<file path="src/uuc_pkg.sv">
// constants and carrier types for the universal up/down counter block
// assumes a single 100 MHz clock and an APB register slave in front of the counter

package uuc_pkg;

   // register byte addresses
   localparam logic [7:0] UUC_ADDR_CTRL = 8'h00;
   localparam logic [7:0] UUC_ADDR_PRESET = 8'h04;
   localparam logic [7:0] UUC_ADDR_STATUS = 8'h08;
   localparam logic [7:0] UUC_ADDR_RELOADS = 8'h0C;

   // control field positions
   localparam int UUC_CTRL_SEL_A = 0;
   localparam int UUC_CTRL_SEL_B = 1;
   localparam int UUC_CTRL_CIN_N = 2;
   localparam int UUC_CTRL_DIV_EN = 3;

   // status field positions
   localparam int UUC_STAT_CNT_LSB = 0;
   localparam int UUC_STAT_COUT_N = 4;
   localparam int UUC_STAT_DECADE = 5;

   // values after reset: hold mode, counting disabled, divider off
   localparam logic [3:0] UUC_CTRL_RST = 4'h7;
   localparam logic [3:0] UUC_PRESET_RST = 4'h0;
   localparam logic [3:0] UUC_COUNT_RST = 4'h0;

   // terminal counts
   localparam logic [3:0] UUC_HEX_MAX = 4'hF;
   localparam logic [3:0] UUC_DEC_MAX = 4'h9;

   // apb wait cycles inserted before pready
   localparam int UUC_APB_WAIT = 1;

   typedef enum logic [1:0] {
      UUC_OP_PRESET,
      UUC_OP_INC,
      UUC_OP_DEC,
      UUC_OP_HOLD
   } uuc_op_t;

   typedef struct packed {
      logic div_en;
      logic carry_in_n;
      logic mode_select_b;
      logic mode_select_a;
   } uuc_ctrl_t;

   typedef struct packed {
      logic [3:0] count;
      logic carry_out_n;
   } uuc_cnt_t;

endpackage

</file>
<file path="src/uuc_core.sv">
// four-bit synchronous universal counter core, hexadecimal or decade
// assumes operation and carry input come from logic on the same clock

`timescale 1ns/1ns

module uuc_core #(
   parameter bit DECADE = 1'b0
) (
   // clock and reset
   input wire logic clk,
   input wire logic resetn,
   // control
   input wire uuc_pkg::uuc_op_t op,
   input wire logic carry_in_n,
   input wire logic [3:0] preset_data,
   // state
   output uuc_pkg::uuc_cnt_t cnt
);
   import uuc_pkg::*;

   logic [3:0] count_r;
   logic [3:0] count_nxt;
   logic [3:0] top_val;
   logic [3:0] load_val;
   logic carry_out_n;

   assign top_val = DECADE ? UUC_DEC_MAX : UUC_HEX_MAX;
   // out-of-range preset saturates so a decade stage never holds above nine
   assign load_val = (preset_data > top_val) ? top_val : preset_data;

   always_comb begin
      carry_out_n = 1'b1;
      count_nxt = count_r;
      case (op)
         UUC_OP_PRESET: begin
            carry_out_n = 1'b0;
            count_nxt = load_val;
         end
         UUC_OP_INC: begin
            carry_out_n = carry_in_n | (count_r != top_val);
            if (!carry_in_n) begin
               count_nxt = (count_r == top_val) ? 4'h0 : 4'(count_r + 4'h1);
            end
         end
         UUC_OP_DEC: begin
            carry_out_n = carry_in_n | (count_r != 4'h0);
            if (!carry_in_n) begin
               count_nxt = (count_r == 4'h0) ? top_val : 4'(count_r - 4'h1);
            end
         end
         UUC_OP_HOLD: begin
            count_nxt = count_r;
         end
         default: begin
            count_nxt = count_r;
         end
      endcase
   end

   // state moves on the rising edge, or at once when resetn falls
   always_ff @(posedge clk or negedge resetn) begin
      if (!resetn) begin
         count_r <= UUC_COUNT_RST;
      end else begin
         count_r <= count_nxt;
      end
   end

   // one driver for the whole carrier keeps the struct a single-source variable
   assign cnt = '{count: count_r, carry_out_n: carry_out_n};

   a_load_takes_data: assert property (
      @(posedge clk) disable iff (!resetn)
      op == UUC_OP_PRESET |=> count_r == $past(load_val))
      else $error("preset did not load data");

   a_cin_blocks_count: assert property (
      @(posedge clk) disable iff (!resetn)
      (op == UUC_OP_INC || op == UUC_OP_DEC) && carry_in_n |=> $stable(count_r))
      else $error("count moved while carry in high");

   a_range_limit: assert property (
      @(posedge clk) disable iff (!resetn)
      count_r <= top_val)
      else $error("count above terminal value");

   a_inc_wraps_zero: assert property (
      @(posedge clk) disable iff (!resetn)
      op == UUC_OP_INC && !carry_in_n && count_r == top_val |=> count_r == 4'h0)
      else $error("increment did not wrap");

   a_dec_terminal_carry: assert property (
      @(posedge clk) disable iff (!resetn)
      op == UUC_OP_DEC && !carry_in_n |-> carry_out_n == (count_r != 4'h0))
      else $error("decrement carry wrong");

   a_inc_terminal_carry: assert property (
      @(posedge clk) disable iff (!resetn)
      op == UUC_OP_INC && !carry_in_n |-> carry_out_n == (count_r != top_val))
      else $error("increment carry wrong");

   a_carry_or_cin: assert property (
      @(posedge clk) disable iff (!resetn)
      carry_in_n && op != UUC_OP_PRESET |-> carry_out_n)
      else $error("carry out low while carry in high");

   a_preset_forces_carry: assert property (
      @(posedge clk) disable iff (!resetn)
      op == UUC_OP_PRESET |-> !carry_out_n)
      else $error("preset did not force carry low");

endmodule

</file>
<file path="src/uuc_top.sv">
// universal up/down counter with self-reloading divider, apb register slave
// assumes an apb master on CLK; all counter control comes through registers
//
// The placing of the registers and the APB slave port were decided locally.

`timescale 1ns/1ns

module uuc_top #(
   parameter bit DECADE = 1'b0,
   parameter int RELOAD_W = 16
) (
   // clock and reset
   input wire logic CLK,
   input wire logic RESETN,
   // apb slave
   input wire logic PSEL,
   input wire logic PENABLE,
   input wire logic PWRITE,
   input wire logic [7:0] PADDR,
   input wire logic [31:0] PWDATA,
   output logic PREADY,
   output logic [31:0] PRDATA,
   output logic PSLVERR,
   // counter state
   output logic [3:0] COUNT,
   output logic CARRY_OUT_N
);
   import uuc_pkg::*;

   generate
      if (RELOAD_W < 1 || RELOAD_W > 32) begin : g_bad_width
         $error("RELOAD_W must be 1 to 32");
      end
   endgenerate

   uuc_ctrl_t ctrl_r;
   logic [3:0] preset_r;
   logic [RELOAD_W-1:0] reloads_r;
   logic pready_r;
   logic [31:0] prdata_r;
   logic pslverr_r;
   logic cout_r;
   logic [31:0] rd_data;
   logic addr_hit;
   logic acc;
   logic first_acc;
   logic wr_done;
   uuc_op_t op;
   logic core_cin_n;
   logic reload;
   uuc_cnt_t cnt;
   logic [3:0] top_val;
   logic [3:0] load_val;
   logic [4:0] gap_r;
   logic gap_valid_r;

   assign top_val = DECADE ? UUC_DEC_MAX : UUC_HEX_MAX;
   assign load_val = (preset_r > top_val) ? top_val : preset_r;

   // apb phases: one wait cycle so the answer comes from flip-flops
   assign acc = PSEL & PENABLE;
   assign first_acc = acc & ~pready_r;
   assign wr_done = acc & pready_r & PWRITE;

   always_comb begin
      addr_hit = 1'b1;
      rd_data = 32'h0000_0000;
      case (PADDR)
         UUC_ADDR_CTRL: begin
            rd_data[3:0] = ctrl_r;
         end
         UUC_ADDR_PRESET: begin
            rd_data[3:0] = preset_r;
         end
         UUC_ADDR_STATUS: begin
            rd_data[UUC_STAT_CNT_LSB +: 4] = cnt.count;
            rd_data[UUC_STAT_COUT_N] = cnt.carry_out_n;
            rd_data[UUC_STAT_DECADE] = DECADE;
         end
         UUC_ADDR_RELOADS: begin
            rd_data[RELOAD_W-1:0] = reloads_r;
         end
         default: begin
            addr_hit = 1'b0;
         end
      endcase
   end

   always_ff @(posedge CLK or negedge RESETN) begin
      if (!RESETN) begin
         pready_r <= 1'b0;
      end else begin
         pready_r <= first_acc;
      end
   end

   always_ff @(posedge CLK or negedge RESETN) begin
      if (!RESETN) begin
         prdata_r <= 32'h0000_0000;
      end else if (first_acc) begin
         prdata_r <= PWRITE ? 32'h0000_0000 : rd_data;
      end
   end

   always_ff @(posedge CLK or negedge RESETN) begin
      if (!RESETN) begin
         pslverr_r <= 1'b0;
      end else begin
         pslverr_r <= first_acc & ~addr_hit;
      end
   end

   // control register steers the counter
   always_ff @(posedge CLK or negedge RESETN) begin
      if (!RESETN) begin
         ctrl_r <= UUC_CTRL_RST;
      end else if (wr_done && PADDR == UUC_ADDR_CTRL) begin
         ctrl_r <= PWDATA[3:0];
      end
   end

   always_ff @(posedge CLK or negedge RESETN) begin
      if (!RESETN) begin
         preset_r <= UUC_PRESET_RST;
      end else if (wr_done && PADDR == UUC_ADDR_PRESET) begin
         preset_r <= PWDATA[3:0];
      end
   end

   // select decode; in divider mode the feedback wiring is built in
   always_comb begin
      op = UUC_OP_HOLD;
      core_cin_n = ctrl_r.carry_in_n;
      if (ctrl_r.div_en) begin
         // zero detect rather than carry out avoids the preset lock-up
         core_cin_n = 1'b0;
         op = (cnt.count == 4'h0) ? UUC_OP_PRESET : UUC_OP_DEC;
      end else begin
         case ({ctrl_r.mode_select_a, ctrl_r.mode_select_b})
            2'b00: begin
               op = UUC_OP_PRESET;
            end
            2'b01: begin
               op = UUC_OP_INC;
            end
            2'b10: begin
               op = UUC_OP_DEC;
            end
            2'b11: begin
               op = UUC_OP_HOLD;
            end
            default: begin
               op = UUC_OP_HOLD;
            end
         endcase
      end
   end

   assign reload = ctrl_r.div_en & (cnt.count == 4'h0);

   uuc_core #(
      .DECADE(DECADE)
   ) u_core (
      .clk(CLK),
      .resetn(RESETN),
      .op(op),
      .carry_in_n(core_cin_n),
      .preset_data(preset_r),
      .cnt(cnt)
   );

   // reload tally; a reload in the clearing cycle still counts
   always_ff @(posedge CLK or negedge RESETN) begin
      if (!RESETN) begin
         reloads_r <= '0;
      end else if (wr_done && PADDR == UUC_ADDR_RELOADS) begin
         reloads_r <= reload ? RELOAD_W'(1) : '0;
      end else if (reload) begin
         reloads_r <= RELOAD_W'(reloads_r + RELOAD_W'(1));
      end
   end

   // carry output is registered, so it lags the counter state by one cycle
   always_ff @(posedge CLK or negedge RESETN) begin
      if (!RESETN) begin
         cout_r <= 1'b1;
      end else begin
         cout_r <= cnt.carry_out_n;
      end
   end

   assign PREADY = pready_r;
   assign PRDATA = prdata_r;
   assign PSLVERR = pslverr_r;
   assign COUNT = cnt.count;
   assign CARRY_OUT_N = cout_r;

   // helper: cycles between divider reloads
   always_ff @(posedge CLK or negedge RESETN) begin
      if (!RESETN) begin
         gap_r <= 5'h00;
      end else if (reload) begin
         gap_r <= 5'h01;
      end else if (gap_r != 5'h1F) begin
         gap_r <= 5'(gap_r + 5'h01);
      end
   end

   always_ff @(posedge CLK or negedge RESETN) begin
      if (!RESETN) begin
         gap_valid_r <= 1'b0;
      end else if (wr_done || !ctrl_r.div_en) begin
         gap_valid_r <= 1'b0;
      end else if (reload) begin
         gap_valid_r <= 1'b1;
      end
   end

   a_div_modulus: assert property (
      @(posedge CLK) disable iff (!RESETN)
      reload && gap_valid_r |-> gap_r == ({1'b0, load_val} + 5'h01))
      else $error("divider modulus not N plus one");

   a_div_reload_value: assert property (
      @(posedge CLK) disable iff (!RESETN)
      reload && !wr_done |=> cnt.count == $past(load_val))
      else $error("divider did not reload program value");

   a_div_no_lockup: assert property (
      @(posedge CLK) disable iff (!RESETN)
      ctrl_r.div_en && cnt.count != 4'h0 && !wr_done |=> cnt.count == $past(cnt.count) - 4'h1)
      else $error("divider stalled");

   a_select_decode: assert property (
      @(posedge CLK) disable iff (!RESETN)
      !ctrl_r.div_en && ctrl_r.mode_select_a && ctrl_r.mode_select_b |-> op == UUC_OP_HOLD)
      else $error("select code not hold");

   a_carry_pin_follows: assert property (
      @(posedge CLK) disable iff (!RESETN)
      1'b1 |=> CARRY_OUT_N == $past(cnt.carry_out_n))
      else $error("carry pin lag wrong");

   a_apb_one_wait: assert property (
      @(posedge CLK) disable iff (!RESETN)
      PSEL && PENABLE && !PREADY |=> PREADY ##1 !PREADY)
      else $error("apb wait state wrong");

   a_apb_unmapped_err: assert property (
      @(posedge CLK) disable iff (!RESETN)
      first_acc && !addr_hit |=> PSLVERR && PREADY)
      else $error("unmapped access without error");

endmodule

</file>
<file path="config.mk">
export PLATFORM = sky130hd
export DESIGN_NAME = uuc_top
export DESIGN_NICKNAME = d
export VERILOG_FILES = /design/src/uuc_pkg.sv /design/src/uuc_core.sv /design/src/uuc_top.sv
export SDC_FILE = /design/constraint.sdc
export NUM_CORES = 1
export LEC_CHECK = 0
export BUFFER_PORTS_ARGS = -buffer_cell sky130_fd_sc_hd__buf_2
export CAP_MARGIN = 20
export CORE_ASPECT_RATIO = 0.6
export CORE_UTILIZATION = 51
export DETAILED_ROUTE_END_ITERATION = 8
export PLACE_DENSITY = 0.77
export SLEW_MARGIN = 10
export SYNTH_ARGS = -nofsm -noshare
export SYNTH_HDL_FRONTEND = slang
export SYNTH_SLANG_ARGS = --single-unit
</file>
<file path="constraint.sdc">
create_clock -name CLK -period 3.7 [get_ports CLK]
set_input_delay 0.37 -clock CLK [delete_from_list [all_inputs] [get_ports CLK]]
set_output_delay 0.37 -clock CLK [all_outputs]
set_load 0.02 [all_outputs]
</file>
==> flow_metrics.env, run 1 <==
export IMPL_numCtsBuffers=5
export IMPL_reg2reg_depth=10
export IMPL_rrSetupSlack_ns=0.93
export IMPL_skew_ns=0.00999
export IMPL_vias_per_cell=5.55
export IMPL_first_iter_violations=86
export IMPL_grt_start_max_net_pins=48
export IMPL_clock_sinks=47
export IMPL_grt_overflow_total=0
export IMPL_start_util=0.552
export IMPL_row_count=19
export IMPL_wl_per_cell_um=15.6
export IMPL_peakVddDrop_mv=0.173
export IMPL_timing_rr_end="u_core.count_r[0]$_DFFE_PN0P_"
export IMPL_dpl_hpwl_um=3940
export IMPL_drv_cap=0
export IMPL_cp_cell_sequence="inv_1 -> ha_1 -> nor4bb_1 -> buf_4 -> nor2_1 -> inv_1 -> ha_1 -> or2_2 -> a21o_1 -> o31ai_1"
export IMPL_antenna_found_initial=0
export IMPL_gp_congestion=0.819
export IMPL_netlist_area_mm2=0.00263
export IMPL_cp_slowest_cell="dfrtp_1"
export IMPL_synth_edff_count=0
export IMPL_cp_max_fo=9
export IMPL_hold_depth=2
export IMPL_max_freq_mhz=361
export IMPL_rsz0062_at_grt="no"
export IMPL_hold_viol=0
export IMPL_vias=1969
export IMPL_hold_end="preset_r[2]$_DFFE_PN0P_"
export IMPL_drc=0
export IMPL_synth_mux_area_frac=0.0825
export IMPL_drt_wl_total_um=5530
export IMPL_synth_cells=252
export IMPL_post_layout_nonfiller_instances=355
export IMPL_synth_top_area_frac=0.410
export IMPL_worst_pin_slew_ns=0.820
export IMPL_finalMaxSlewViolations=0
export IMPL_fin_area_mm2=0.00293
export IMPL_synth_top_family_by_area="simple AND/OR/NAND/NOR gates"
export IMPL_finalSetupTns_ns=0
export IMPL_relSlewSlack=0.452
export IMPL_drt_pass1_iterations=4
export IMPL_min_period_ns=2.77
export IMPL_core_area_mm2=0.00475
export IMPL_synth_compound_area_frac=0.125
export IMPL_p_per_area_mw_per_mm2=325
export IMPL_syn_area_per_cell_um2=10.4
export IMPL_critPathMaxStageDelay_ns=0.51
export IMPL_finalSetupViolCount=0
export IMPL_yosysUniqueCellTypes=47
export IMPL_outcome="finished clean"
export IMPL_die_x_um=94.6
export IMPL_power_leakage_uw=0.00137
export IMPL_cts_root_buf="clkbuf_8"
export IMPL_synthTopCellsByArea="dfrtp_1 41%, buf_4 4.6%, dfstp_2 4.0%"
export IMPL_placed_cells=345
export IMPL_io_pins=84
export IMPL_ys_flop_type="dfrtp_1"
export IMPL_clk_latency_ns=0.30
export IMPL_yosys_area_share_xor_xnor=0.0367
export IMPL_ys_async_sr_fraction=1.00
export IMPL_synthAdderAreaFrac=0.0334
export IMPL_ant_nets=0
export IMPL_netlist_top_cell_by_area="dfrtp_1"
export IMPL_r2r_start="u_core.count_r[0]$_DFFE_PN0P_"
export IMPL_post_cts_setup_buffers=0
export IMPL_ctsHoldBuffers=0
export IMPL_cts_resized=0
export IMPL_ys_warn_count=0
export IMPL_grt_pass1_vias=1731
export IMPL_die_area_mm2=0.00545
export IMPL_p_total_uw=951
export IMPL_placed_area_mm2=0.00280
export IMPL_yosysSeqAreaShare=0.450
export IMPL_start_kind="flip-flop"
export IMPL_max_clock_path_buffers=2
export IMPL_path_clk_slew_ns=0.08
export IMPL_ys_ff_latch=47
export IMPL_tritoncts="done"
export IMPL_track_usage=0.214
export IMPL_area_growth_pct=11.5
export IMPL_diodes=0
export IMPL_htreeDepth=2
export IMPL_die_h_um=57.6
export IMPL_drive_gt1_frac=0.267
export IMPL_cp_end_kind="flip-flop"
export IMPL_holdCritPathClass="primary input to flip-flop"
export IMPL_min_delay_start="PWDATA[2]"
export IMPL_portBuffers=39
export IMPL_arrival_ns=2.97
export IMPL_pre_cts_slack_ns=0.982
export IMPL_nNetsFinal=343
export IMPL_worstPathRequired_ns=3.90
export IMPL_path_class="flip-flop to flip-flop"
export IMPL_grt_first_pass_wirelength_um=8780
export IMPL_yosys_area_share_simple=0.190
export IMPL_fin_ws_ns=0.930
export IMPL_finalCritPeriodShare=0.749
worst max-delay path by stage:
stage / cells after the start / to / slack (ns) / from
2_1_floorplan: 8 / u_core.count_r[3]$_DFFE_PN0P_ / 0.95 / u_core.count_r[0]$_DFFE_PN0P_
3_3_place_gp: 10 / u_core.count_r[3]$_DFFE_PN0P_ / 1.03 / u_core.count_r[0]$_DFFE_PN0P_
3_5_place_dp: 10 / PRDATA[4]$_DFFE_PN0P_ / 0.98 / u_core.count_r[0]$_DFFE_PN0P_
4_1_cts: 10 / u_core.count_r[0]$_DFFE_PN0P_ / 0.94 / u_core.count_r[0]$_DFFE_PN0P_
5_1_grt: 10 / u_core.count_r[3]$_DFFE_PN0P_ / 0.75 / u_core.count_r[0]$_DFFE_PN0P_
6_report: 10 / u_core.count_r[0]$_DFFE_PN0P_ / 0.93 / u_core.count_r[0]$_DFFE_PN0P_
logic make-up (layout without fill, tap and decap cells):
family                     count (synthesis)  after routing
xor gates and xnor gates                  11             11
AOI/OAI and AO/OA                         46             46
adders and majority gates                  7              7
buffers and inverters                     37             62
and+or+nand+nor                           89             89
DFF                                       47             47
muxes                                     14             14
other                                      1             16
Yosys cell counts, drive strengths merged, types with 7 or more instances:
master  instances
dfrtp          43
nand2          22
buf            18
nor2           17
a22o           11
inv            11
a21oi          10
mux2            9
o21ai           9
xnor2           9
clkbuf          8
nor4            8
ha              7
nand3           7
nor3            7
power by group:
group          internal (uW)  switching, uW
sequential               520           7.80
clock                    171            168
combinational           26.9           57.8
sequential cells by signal (all words and copies together), names as in the netlist:
register	flops
CARRY_OUT_N	1
PRDATA	16
preset_r	4
u_core.count_r	4
PREADY	1
ctrl_r	4
PSLVERR	1
reloads_r	16
per-layer routing:
layer / GRT usage / up-vias / share of wire
met5: 0 / - / 0
met4: 0.0390 / 0 / 0.0052
met3: 0.0707 / 7 / 0.090
met2: 0.283 / 83 / 0.39
met1: 0.338 / 932 / 0.51
li1: - / 947 / -
metrics by stage:
step	util	hold slack [ns]
final	0.616	0.318
after detailed placement	0.588	0.469
after global routing	0.616	0.318
after CTS	0.609	0.284
after global placement	0.588	0.459
after floorplan	-	0.0744
critical path: cells and delay by family (launching register included):
kind / cells / cell delay (ns)
AND/OR/NAND/NOR: 3 / 0.66
adder cells (fa/ha/maj): 2 / 0.57
AO/OA/AOI/OAI: 2 / 0.54
flip-flops: 1 / 0.51
buffers and inverters: 3 / 0.38
cells in the final DEF, fill, tap and decap left out, types with 3 or more instances in the layout:
master and instances:
clkbuf_8 7, dfrtp_1 43, inv_1 11, nand4_1 4, dfstp_2 4, nand2b_1 4
or3_1 3, conb_1 16, or4_4 3, or2_2 4, mux2_4 4, mux2_2 5
nor2_1 16, nor3_1 7, nand3_1 7, a22o_1 11, xnor2_1 9, ha_1 7
mux4_2 4, buf_2 39, a21oi_1 10, nor2b_1 4, nand2_1 22, o21ai_0 9
nor4_1 7
area by class of cell:
| cell class | instances | area, um2 |
|---|---|---|
| clock buffers | 8 | 100 |
| fillers | 396 | 1830 |
| well taps | 63 | 78.8 |
| inverters | 11 | 41.3 |
| flip-flops and latches | 47 | 1180 |
| repair buffers | 43 | 240 |
| multi-input cells | 183 | 1290 |
Power figures use the tool's default switching activity.
==> inputs of run 2 (changes only) <==
clock period = 2.6 ns   (was 3.7 ns; I/O delays follow)
==> run 2 against run 1 <==
Compared with the run above:
- hold slack worse by 0.12 ns
- clock power rose by 37%
- power up 40%
- via count increased by 3.5%
- fmax increased by 16%
- sequential power rose by 42%
- worst setup slack got worse by 0.72 ns
- first-iteration DRC count rose by 70%
- final cell count up 2.0%
- clock skew rose by 0.00074 ns
- critical path type unchanged
- critical endpoint unchanged
==> flow_metrics.env, run 2 (synthesis results as in run 1) <==
export IMPL_cp_end_kind="flip-flop"
export IMPL_finalMaxSlewViolations=0
export IMPL_rrSetupSlack_ns=0.21
export IMPL_p_total_uw=1340
export IMPL_clock_sinks=47
export IMPL_grt_overflow_total=0
export IMPL_die_x_um=94.6
export IMPL_die_h_um=57.6
export IMPL_rsz0062_at_grt="no"
export IMPL_reg2reg_depth=9
export IMPL_timing_rr_end="u_core.count_r[0]$_DFFE_PN0P_"
export IMPL_portBuffers=39
export IMPL_clk_latency_ns=0.30
export IMPL_post_cts_setup_buffers=0
export IMPL_io_pins=84
export IMPL_diodes=0
export IMPL_pre_cts_slack_ns=0.199
export IMPL_drv_cap=0
export IMPL_cp_cell_sequence="inv_1 -> ha_1 -> nor4bb_2 -> nor2_1 -> inv_1 -> ha_1 -> or2_2 -> a21o_1 -> o31ai_1"
export IMPL_cts_root_buf="clkbuf_8"
export IMPL_fillers=392
export IMPL_cp_max_fo=8
export IMPL_critPathMaxStageDelay_ns=0.38
export IMPL_tritoncts="done"
export IMPL_numCtsBuffers=5
export IMPL_core_area_mm2=0.00475
export IMPL_arrival_ns=2.60
export IMPL_final_cell_mix="43 x dfrtp_1, 39 x buf_2, 22 x nand2_1"
export IMPL_power_leakage_uw=0.00140
export IMPL_finalSetupViolCount=0
export IMPL_p_per_area_mw_per_mm2=449
export IMPL_path_clk_slew_ns=0.09
export IMPL_finalSetupTns_ns=0
export IMPL_first_iter_violations=146
export IMPL_drt_wl_total_um=5660
export IMPL_start_kind="flip-flop"
export IMPL_fin_ws_ns=0.207
export IMPL_antenna_found_initial=0
export IMPL_worstPathRequired_ns=2.80
export IMPL_grt_first_pass_wirelength_um=9650
export IMPL_area_growth_pct=13.3
export IMPL_wl_per_cell_um=15.6
export IMPL_drt_pass1_iterations=4
export IMPL_drive_gt1_frac=0.291
export IMPL_max_freq_mhz=418
export IMPL_min_delay_start="PWDATA[3]"
export IMPL_holdCritPathClass="primary input to flip-flop"
export IMPL_vias_per_cell=5.63
export IMPL_drc=0
export IMPL_htreeDepth=2
export IMPL_grt_pass1_vias=1905
export IMPL_track_usage=0.238
export IMPL_r2r_start="u_core.count_r[0]$_DFFE_PN0P_"
export IMPL_path_class="flip-flop to flip-flop"
export IMPL_peakVddDrop_mv=0.223
export IMPL_hold_viol=0
export IMPL_grt_start_max_net_pins=30
export IMPL_setup_worst_path_start="u_core.count_r[0]$_DFFE_PN0P_"
export IMPL_finalCritPeriodShare=0.920
export IMPL_skew_ns=0.0107
export IMPL_utilization=0.625
export IMPL_start_util=0.552
export IMPL_min_period_ns=2.39
export IMPL_cp_slowest_cell="dfrtp_1"
export IMPL_outcome="finished clean"
export IMPL_max_clock_path_buffers=2
export IMPL_ant_nets=0
export IMPL_vias=2038
export IMPL_dpl_hpwl_um=4370
export IMPL_final_common_cell="dfrtp_1"
export IMPL_nNetsFinal=350
export IMPL_area_sequential_mm2=0.00118
export IMPL_gp_congestion=0.800
export IMPL_multiInputGateArea_mm2=0.00129
export IMPL_crit_end="u_core.count_r[0]$_DFFE_PN0P_"
export IMPL_die_area_mm2=0.00545
export IMPL_row_count=19
export IMPL_hold_depth=2
[run 2: worst min-delay path by stage]
stage,endpoint,slack [ns]
floorplan,PRDATA[0]$_DFFE_PN0P_,-0.04
global placement,PRDATA[13]$_DFFE_PN0P_,0.21
detailed placement,PRDATA[14]$_DFFE_PN0P_,0.22
CTS,preset_r[3]$_DFFE_PN0P_,0.19
global route,preset_r[3]$_DFFE_PN0P_,0.19
finish,preset_r[3]$_DFFE_PN0P_,0.19
[run 2: cell type report]
| cell class | count | share of cell area |
|---|---|---|
| timing repair buffer | 50 | 0.0943 |
| clock buffer | 6 | 0.0278 |
| clock inverter | 2 | 0.00547 |
| multi-input combinational | 183 | 0.435 |
| sequential | 47 | 0.397 |
| inverter | 11 | 0.0139 |
| tap | 63 | 0.0265 |
[run 2: what timing repair did]
action,CTS,global route
resized for setup,0,0
hold endpoints to repair,18,0
hold buffers,1,0
[run 2: critical path, delay by kind of cell, from the launching register on]
family	cells	cell delay, ns
flip-flops	1	0.38
AO/OA/AOI/OAI	2	0.58
buffers and inverters	2	0.19
AND/OR/NAND/NOR	3	0.68
adder cells (fa/ha/maj)	2	0.47
[run 2: routing by layer]
| metal | vias up | wire [um] | part of all wire | GRT usage |
|---|---|---|---|---|
| met5 | - | 0 | 0 | 0 |
| met3 | 8 | 475 | 0.084 | 0.0480 |
| met1 | 990 | 2860 | 0.51 | 0.382 |
| met4 | 0 | 68 | 0.012 | 0.0736 |
| met2 | 73 | 2260 | 0.40 | 0.318 |
| li1 | 967 | - | - | - |
[run 2: power breakdown]
group          internal (uW)  switching [uW]  leakage, uW  total (uW)
Combinational           38.0            81.5     0.000784         119
Sequential               740            10.6     0.000568         750
Clock                    217             248    0.0000474         465
[run 2: through the flow]
step	std cells	area [um2]	hold slack, ns
after floorplan	267	2690	-0.0356
after global placement	353	2860	0.210
after detailed placement	353	2860	0.215
after CTS	362	2970	0.187
after global routing	362	2970	0.186
final	362	2970	0.194
